## src/hw/rit_pkg.sv

```systemverilog
// Purpose: shared constants and types of the ram/io/timer combo
// Assumes: 8-bit processor bus sampled on the system clock
// Notes: offsets are the low address bits seen with ram_or_io_select high
package rit_pkg;
  localparam int RIT_DW = 8;
  localparam int RIT_AW = 7;
  localparam int RIT_RAM_WORDS = 128;
  // i/o register space, selected by address bits 1..0
  localparam logic [1:0] RIT_OFS_PORT_A_OUTPUT = 2'h0;
  localparam logic [1:0] RIT_OFS_PORT_A_DIRECTION = 2'h1;
  localparam logic [1:0] RIT_OFS_PORT_B_OUTPUT = 2'h2;
  localparam logic [1:0] RIT_OFS_PORT_B_DIRECTION = 2'h3;
  // timer side offsets, full 7-bit form
  localparam logic [6:0] RIT_OFS_EDGE_DETECT_CONTROL = 7'h04;
  localparam logic [6:0] RIT_OFS_INTERRUPT_FLAGS = 7'h05;
  localparam logic [6:0] RIT_OFS_INTERVAL_COUNTER = 7'h14;
  // address bit positions
  localparam int RIT_A_SIDE = 2;
  localparam int RIT_A_TIEN = 3;
  localparam int RIT_A_LOAD = 4;
  localparam int RIT_A_EIEN = 1;
  localparam int RIT_A_EPOL = 0;
  localparam int RIT_A_FLAGRD = 0;
  // flag register layout and the edge sense pin
  localparam int RIT_FLAG_TIMER = 7;
  localparam int RIT_FLAG_EDGE = 6;
  localparam int RIT_EDGE_PIN = 7;
  // prescaler terminal values (divide minus one)
  localparam logic [9:0] RIT_PRE_LAST_1 = 10'h000;
  localparam logic [9:0] RIT_PRE_LAST_8 = 10'h007;
  localparam logic [9:0] RIT_PRE_LAST_64 = 10'h03F;
  localparam logic [9:0] RIT_PRE_LAST_1024 = 10'h3FF;
  // reset values and the count loaded after a timeout
  localparam logic [7:0] RIT_RST_PORT = 8'h00;
  localparam logic [7:0] RIT_RST_COUNT = 8'hFF;
  localparam logic [7:0] RIT_COUNT_AFTER = 8'hFF;
  localparam logic [1:0] RIT_RST_DIV = 2'h0;
  localparam logic RIT_RST_EPOL = 1'b0;
  typedef enum logic [1:0] {
    RIT_TGT_NONE,
    RIT_TGT_RAM,
    RIT_TGT_IO,
    RIT_TGT_TIMER
  } rit_tgt_t;
endpackage

```

## src/hw/rit_ram.sv

```systemverilog
// Purpose: 128 x 8 scratch memory with registered read data
// Assumes: one access per clock, a read in the same clock as a write returns the old word
// Notes: contents are not cleared by reset
module rit_ram
  import rit_pkg::*;
(
  input wire logic clk,
  input wire logic wr_en,
  input wire logic rd_en,
  input wire logic [RIT_AW-1:0] addr,
  input wire logic [RIT_DW-1:0] wdata,
  output logic [RIT_DW-1:0] rdata
);
  logic [RIT_DW-1:0] mem [RIT_RAM_WORDS];

  always_ff @(posedge clk) begin
    if (wr_en) begin
      mem[addr] <= wdata;
    end
    if (rd_en) begin
      rdata <= mem[addr];
    end
  end
endmodule

```

## src/hw/rit_top.sv

```systemverilog
// Purpose: ram, two i/o ports, interval timer and edge sense interrupt
// Assumes: one bus access per selected clock, bus inputs on clk
// Notes: read data appear one edge after the access is taken
module rit_top
  import rit_pkg::*;
(
  input wire logic clk,
  input wire logic resetn,
  input wire logic select_high_active,
  input wire logic select_low_active,
  input wire logic ram_or_io_select,
  input wire logic rw,
  input wire logic [RIT_AW-1:0] address_lines,
  input wire logic [RIT_DW-1:0] data_in,
  output logic [RIT_DW-1:0] data_out,
  output logic data_oe,
  input wire logic [RIT_DW-1:0] first_port_pins_in,
  output logic [RIT_DW-1:0] first_port_pins_out,
  output logic [RIT_DW-1:0] first_port_pins_oe,
  input wire logic [RIT_DW-1:0] second_port_pins_in,
  output logic [RIT_DW-1:0] second_port_pins_out,
  output logic [RIT_DW-1:0] second_port_pins_oe,
  output logic irq_out,
  output logic irq_oe
);

  ////////////////////////////////////////////////////////////////////////////
  // state

  typedef struct packed {
    logic [7:0] ora;
    logic [7:0] first_port_direction;
    logic [7:0] orb;
    logic [7:0] port_b_direction;
    logic [7:0] pa_s1;
    logic [7:0] pa_s2;
    logic pa7_prev;
    logic [7:0] cnt;
    logic [9:0] pre;
    logic [1:0] div;
    logic fast;
    logic tflag;
    logic tien;
    logic eflag;
    logic eien;
    logic epol;
    logic rd_ram;
    logic rd_reg;
    logic [7:0] rdat;
    logic [7:0] dout;
    logic doe;
    logic irq_oe;
  } rit_state_t;

  rit_state_t st_ff;
  rit_state_t nxt_st;

  function automatic rit_tgt_t rit_decode(input logic hi, input logic lo,
                                          input logic rs,
                                          input logic [RIT_AW-1:0] a);
    if (!hi || lo) begin
      rit_decode = RIT_TGT_NONE;
    end else if (!rs) begin
      rit_decode = RIT_TGT_RAM;
    end else if (a[RIT_A_SIDE]) begin
      rit_decode = RIT_TGT_TIMER;
    end else begin
      rit_decode = RIT_TGT_IO;
    end
  endfunction

  function automatic logic [9:0] rit_pre_last(input logic [1:0] sel);
    unique case (sel)
      2'h0: rit_pre_last = RIT_PRE_LAST_1;
      2'h1: rit_pre_last = RIT_PRE_LAST_8;
      2'h2: rit_pre_last = RIT_PRE_LAST_64;
      2'h3: rit_pre_last = RIT_PRE_LAST_1024;
    endcase
  endfunction

  ////////////////////////////////////////////////////////////////////////////
  // access decode

  rit_tgt_t tgt;
  logic [RIT_DW-1:0] ram_rdata;
  logic ram_wr;
  logic ram_rd;
  logic io_wr;
  logic io_rd;
  logic tm_wr;
  logic tm_rd;
  logic ed_wr;
  logic fl_rd;
  logic tick;
  logic timeout;
  logic pa7_now;
  logic edge_hit;

  always_comb begin
    tgt = rit_decode(select_high_active, select_low_active,
                     ram_or_io_select, address_lines);
    ram_wr = (tgt == RIT_TGT_RAM) && !rw;
    ram_rd = (tgt == RIT_TGT_RAM) && rw;
    io_wr = (tgt == RIT_TGT_IO) && !rw;
    io_rd = (tgt == RIT_TGT_IO) && rw;
    tm_wr = (tgt == RIT_TGT_TIMER) && !rw && address_lines[RIT_A_LOAD];
    ed_wr = (tgt == RIT_TGT_TIMER) && !rw && !address_lines[RIT_A_LOAD];
    tm_rd = (tgt == RIT_TGT_TIMER) && rw && !address_lines[RIT_A_FLAGRD];
    fl_rd = (tgt == RIT_TGT_TIMER) && rw && address_lines[RIT_A_FLAGRD];
  end

  rit_ram u_ram (
    .clk(clk),
    .wr_en(ram_wr),
    .rd_en(ram_rd),
    .addr(address_lines),
    .wdata(data_in),
    .rdata(ram_rdata)
  );

  ////////////////////////////////////////////////////////////////////////////
  // next state

  always_comb begin
    nxt_st = st_ff;
    // pins come from outside, two flops before use
    nxt_st.pa_s1 = first_port_pins_in;
    nxt_st.pa_s2 = st_ff.pa_s1;
    pa7_now = st_ff.pa_s2[RIT_EDGE_PIN];
    nxt_st.pa7_prev = pa7_now;
    // direction and enables do not gate the edge detector
    edge_hit = st_ff.epol ? (pa7_now && !st_ff.pa7_prev)
                          : (!pa7_now && st_ff.pa7_prev);

    // timer: prescaled until timeout, then every clock
    tick = st_ff.fast || (st_ff.pre == rit_pre_last(st_ff.div));
    timeout = tick && !st_ff.fast && (st_ff.cnt == 8'h00);
    nxt_st.pre = tick ? 10'h000 : st_ff.pre + 10'h001;
    if (timeout) begin
      nxt_st.cnt = RIT_COUNT_AFTER;
      nxt_st.fast = 1'b1;
    end else if (tick) begin
      nxt_st.cnt = st_ff.cnt - 8'h01;
    end

    if (tm_wr || tm_rd) begin
      nxt_st.tien = address_lines[RIT_A_TIEN];
      nxt_st.tflag = 1'b0;
    end
    // a load restarts the prescaler so the first step is a full interval
    if (tm_wr) begin
      nxt_st.cnt = data_in;
      nxt_st.div = address_lines[1:0];
      nxt_st.pre = 10'h000;
      nxt_st.fast = 1'b0;
    end
    // a timeout coinciding with a read keeps the flag set, one with a load does not
    if (timeout && !tm_wr) begin
      nxt_st.tflag = 1'b1;
    end

    if (ed_wr) begin
      // data bus intentionally unused here
      nxt_st.eien = address_lines[RIT_A_EIEN];
      nxt_st.epol = address_lines[RIT_A_EPOL];
    end
    if (fl_rd) begin
      nxt_st.eflag = 1'b0;
    end
    if (edge_hit) begin
      nxt_st.eflag = 1'b1; // set wins over the read clear
    end

    if (io_wr) begin
      unique case (address_lines[1:0])
        RIT_OFS_PORT_A_OUTPUT: nxt_st.ora = data_in;
        RIT_OFS_PORT_A_DIRECTION: nxt_st.first_port_direction = data_in;
        RIT_OFS_PORT_B_OUTPUT: nxt_st.orb = data_in;
        RIT_OFS_PORT_B_DIRECTION: nxt_st.port_b_direction = data_in;
      endcase
    end

    // read path: capture, then drive the bus one edge later
    nxt_st.rd_ram = ram_rd;
    nxt_st.rd_reg = io_rd || tm_rd || fl_rd;
    nxt_st.rdat = 8'h00;
    if (io_rd) begin
      unique case (address_lines[1:0])
        RIT_OFS_PORT_A_OUTPUT: nxt_st.rdat = st_ff.pa_s2;
        RIT_OFS_PORT_A_DIRECTION: nxt_st.rdat = st_ff.first_port_direction;
        RIT_OFS_PORT_B_OUTPUT: nxt_st.rdat = st_ff.orb;
        RIT_OFS_PORT_B_DIRECTION: nxt_st.rdat = st_ff.port_b_direction;
      endcase
    end else if (tm_rd) begin
      nxt_st.rdat = st_ff.cnt;
    end else if (fl_rd) begin
      nxt_st.rdat[RIT_FLAG_TIMER] = st_ff.tflag;
      nxt_st.rdat[RIT_FLAG_EDGE] = st_ff.eflag;
    end
    // registered driver costs a cycle but keeps the bus free of glitches
    nxt_st.doe = st_ff.rd_ram || st_ff.rd_reg;
    nxt_st.dout = st_ff.rd_ram ? ram_rdata
                : (st_ff.rd_reg ? st_ff.rdat : 8'h00);

    // open drain request: enable pulls the line low
    nxt_st.irq_oe = (st_ff.tflag && st_ff.tien) ||
                    (st_ff.eflag && st_ff.eien);
  end

  ////////////////////////////////////////////////////////////////////////////
  // registers

  always_ff @(posedge clk) begin
    if (!resetn) begin
      st_ff <= '0;
      st_ff.ora <= RIT_RST_PORT;
      st_ff.first_port_direction <= RIT_RST_PORT;
      st_ff.orb <= RIT_RST_PORT;
      st_ff.port_b_direction <= RIT_RST_PORT;
      st_ff.cnt <= RIT_RST_COUNT;
      st_ff.div <= RIT_RST_DIV;
      st_ff.eien <= 1'b0;
      st_ff.epol <= RIT_RST_EPOL;
      st_ff.pa_s1 <= 8'hFF;
      st_ff.pa_s2 <= 8'hFF;
      st_ff.pa7_prev <= 1'b1;
    end else begin
      st_ff <= nxt_st;
    end
  end

  always_comb begin
    data_out = st_ff.dout;
    data_oe = st_ff.doe;
    first_port_pins_out = st_ff.ora;
    first_port_pins_oe = st_ff.first_port_direction;
    second_port_pins_out = st_ff.orb;
    second_port_pins_oe = st_ff.port_b_direction;
    irq_out = 1'b0;
    irq_oe = st_ff.irq_oe;
  end

  logic any_rd;
  assign any_rd = ram_rd || io_rd || tm_rd || fl_rd;
endmodule

```

## config.mk

```make
export PLATFORM = sky130hd
export DESIGN_NAME = rit_top
export DESIGN_NICKNAME = d
export VERILOG_FILES = /design/src/hw/rit_pkg.sv /design/src/hw/rit_ram.sv /design/src/hw/rit_top.sv
export SDC_FILE = /design/constraint.sdc
export NUM_CORES = 1
export LEC_CHECK = 0
export CAP_MARGIN = 20
export CORE_ASPECT_RATIO = 0.9
export CORE_MARGIN = 2
export CORE_UTILIZATION = 25
export CTS_BUF_LIST = sky130_fd_sc_hd__clkbuf_2
export DETAILED_ROUTE_END_ITERATION = 7
export DONT_BUFFER_PORTS = 1
export PLACE_DENSITY_LB_ADDON = 0.1
export SYNTH_ARGS = -nofsm -noshare
export SYNTH_HDL_FRONTEND = slang
export SYNTH_SLANG_ARGS = --single-unit
```

## constraint.sdc

```tcl
create_clock -name clk -period 3.2 [get_ports clk]
set_clock_uncertainty 0.1 [all_clocks]
set_input_delay 0.48 -clock clk [delete_from_list [all_inputs] [get_ports clk]]
set_output_delay 0.48 -clock clk [all_outputs]
set_load 0.01 [all_outputs]
```

==> metrics <==
slowest stage delay, CP 0.81 ns; Die Wd 447.7 µm; leakage power roughly 18 nW; main combinational cell family by area after synthesis multiplexers; Mapped Area 44,290 µm²; Placer Congestion 0.7576; Clock power frac 36.6%; Max Fclk 305.3 MHz; ANT nets after route 0; simple-gate share of the synthesized area 4.757%; P_sw 7.387 mW; core area 175,900 µm²; max reg flops 1,024; Syn Area/Cell 18.59 µm²; Slew Limit Fails 0; clock sink count ~1.1k; area of the multi-input gates 10,380 µm²; syn_nets around 2.4k; outcome complete, but fails checks; prevailing post-synth register cell edfxtp_1; Initial Utilization 25.18%; register area around 33,000 µm²; slew margin rel. 6.656%; Top reg by flops u_ram.mem; Post-CTS Setup Inserts 0; largest net degree at the start of global routing about 180; share of the synthesized area in the top cell type 69.97%; CP Class in -> reg; mux share of post-synthesis cell area 13.86%; ratio of final minimum period to clock period 102.4%; Fin Setup TNS -0.07567 ns; #FFs+latches synth 1,127; hold path depth 4; peak fanout along the critical path 160; P&R area growth vs syn 23.90%; worst-path cell chain and2_2, dlygate4sd3_1, a21o_1, a222oi_1, o221ai_1, dlygate4sd3_1, a21oi_1, buf_4, o32ai_1; Worst Hold Class in -> reg; clock root cell clkbuf_2; share of cells above drive strength 1 31.23%; Area contributors post-synth edfxtp_1 (70%), mux4_2 (12%), dfxtp_1 (4.3%), nor2_1 (1.7%), mux2i_1 (1.6%); design area about 55,000 µm²; DR pass1 iterations 6; Worst VDD drop 0.2980 mV; critical path arrival 4.59 ns; die area between 150,000 and 200,000 µm²; first-pass GRT wire length 207,900 µm; Worst path most repeated cell dlygate4sd3_1; GRT overflow 0; Worst-Margin Slew 1.400 ns; drt first-iter violations 2,340; final hold vios 0; drt total wl 149,100 µm; post-synth top area cell edfxtp_1; FFs w/ async S/R, synth 0%; Logic pwr share around 6.7%; crit path max-delay cell type dlygate4sd3_1; Compound-Gate Fraction of Synth Area 4.424%; PwrDens about 520 nW/µm²; Startpoint Class primary input; Synth Area in Adders less than 1%; vias in the first global route 27.56k; port bufs 0; Post-Syn Instances 2,382; Yosys cell types approximately 70; num rows 146; DRC violations left 0; Total Power 28.38 mW; fillers 17.47k; CTS tree yes; Core Util, Final between 30 and 40%; wire per inst around 26 µm; Post-synth EDFFs 1,032; DP HPWL 77,400 µm; sequential area share after synthesis 74.26%; Yosys warning total 0; final worst slack -0.07567 ns; DIE HEIGHT 403.3 µm; GRT Overall Usage 16.37%; Max clock buf depth 4; failing checks setup timing; R2R cell count 6; Period minus WS final approximately 3.3 ns; antenna violations before repair 14; Internal 21.00 mW; Setup Viol. Count Final 1; # IOs 80; Vias 26.15k; Nets approximately 3.2k; Net Sw Frac 26.03%; number of max-cap violations 0; number of H-tree levels 5; Seq pwr share 56.7%; Worst EP required about 4.5 ns; CP endpoint kind flop; Num CTS Buffers 324; routed vias/inst around 4.6; worst skew pair latency 1.69 ns; placed cell areas roughly 48,000 µm²; Post-Synth XOR/XNOR Area less than 1%; Clock transition at path regs 0.11 ns
through the flow:
step	std cells	hold slack (ns)	setup WS, ns
after detailed placement	4833	0.2955	0.1140
after global routing	5709	0.02130	-0.006070
after floorplan	2382	0.2863	0.3383
after CTS	5699	0.002662	0.02025
after global placement	4833	0.2988	0.06625
final	5709	0.1786	-0.07567
metal layers:
| metal | vias to the layer above | GRT usage (%) | wire length [µm] |
|---|---|---|---|
| met5 | - | 0 | 22 |
| met4 | 4 | 5.571 | 4095 |
| met3 | 302 | 4.661 | 10490 |
| met2 | 940 | 24.64 | 66870 |
| met1 | 13660 | 22.58 | 67590 |
| li1 | 11241 | - | - |
area by class of cell:
| type | instances | area share [%] |
|---|---|---|
| diodes | 11 | 0.05016 |
| clock buffers | 454 | 4.140 |
| clock inverters | 82 | 0.7752 |
| inverters | 9 | 0.06612 |
| multi-input cells | 1065 | 18.92 |
| flip-flops and latches | 1127 | 59.94 |
| well taps | 2368 | 5.399 |
| repair buffers | 593 | 10.71 |
what timing repair did:
action / 4_1_cts / 5_1_grt
hold endpoints to repair: 2159 / 9
gates resized for setup: 0 / 9
endpoints found under the setup margin: 0 / 14
hold buffers: 330 / 4
final timing paths:
path,start,to,slack [ns]
hold / removal,address_lines[3],u_ram.rdata[7],0.18
hold reg to reg,nxt_st[50],st_ff[50],0.29
setup reg to reg,second_port_pins_oe[4],st_ff[14],0.04
setup / recovery,address_lines[1],u_ram.rdata[4],-0.08
worst max-delay path, delay by kind of cell:
family,cells,cell delay (ns)
AOI/OAI and AO/OA,5,1.07
and+or+nand+nor,1,0.80
buffers and inverters,3,1.55
power by group through the flow:
stage          Sequential [mW]  Clock [mW]  Combinational [mW]
2_1_floorplan             16.4           0               0.817
3_3_place_gp              16.4           0                1.04
3_5_place_dp              16.4           0                1.04
4_1_cts                   16.1        10.9                1.93
5_1_grt                   16.1        11.6                2.03
6_report                  16.1        10.4                1.92
cell families after synthesis:
logic type | Yosys count
AND/OR/NAND/NOR | 450
buffers and inverters | 190
XOR/XNOR | 11
other | 1
adder cells (fa/ha/maj) | 2
multiplexers | 325
AO/OA/AOI/OAI | 276
flip-flops | 1127
synthesized netlist by cell type (26+ instances only):
library cell / instances
a21oi_1: 41
a22oi_1: 26
buf_2: 35
buf_4: 62
clkbuf_1: 62
dfxtp_1: 95
edfxtp_1: 1032
mux2i_1: 72
mux4_2: 228
nand2_1: 74
nand2b_1: 26
nand3_1: 49
nor2_1: 199
nor2b_1: 47
o21ai_0: 46
o22ai_1: 27
cell usage in the layout, fill, tap and decap left out, types with 19 or more instances in the layout:
cell           instances
edfxtp_1            1032
clkbuf_2             454
a22oi_1               25
nand3_1               49
dfxtp_1               93
nor2b_1               47
mux2i_1               72
dlygate4sd3_1        298
mux2_2                25
a222oi_1              19
nand2b_1              26
a21oi_1               41
nor2_1               196
clkinv_1              66
buf_16                24
mux4_2               228
nand2_1               74
o21ai_0               46
o22ai_1               27
buf_4                255
Note: power is estimated with default switching activity, not from simulation.
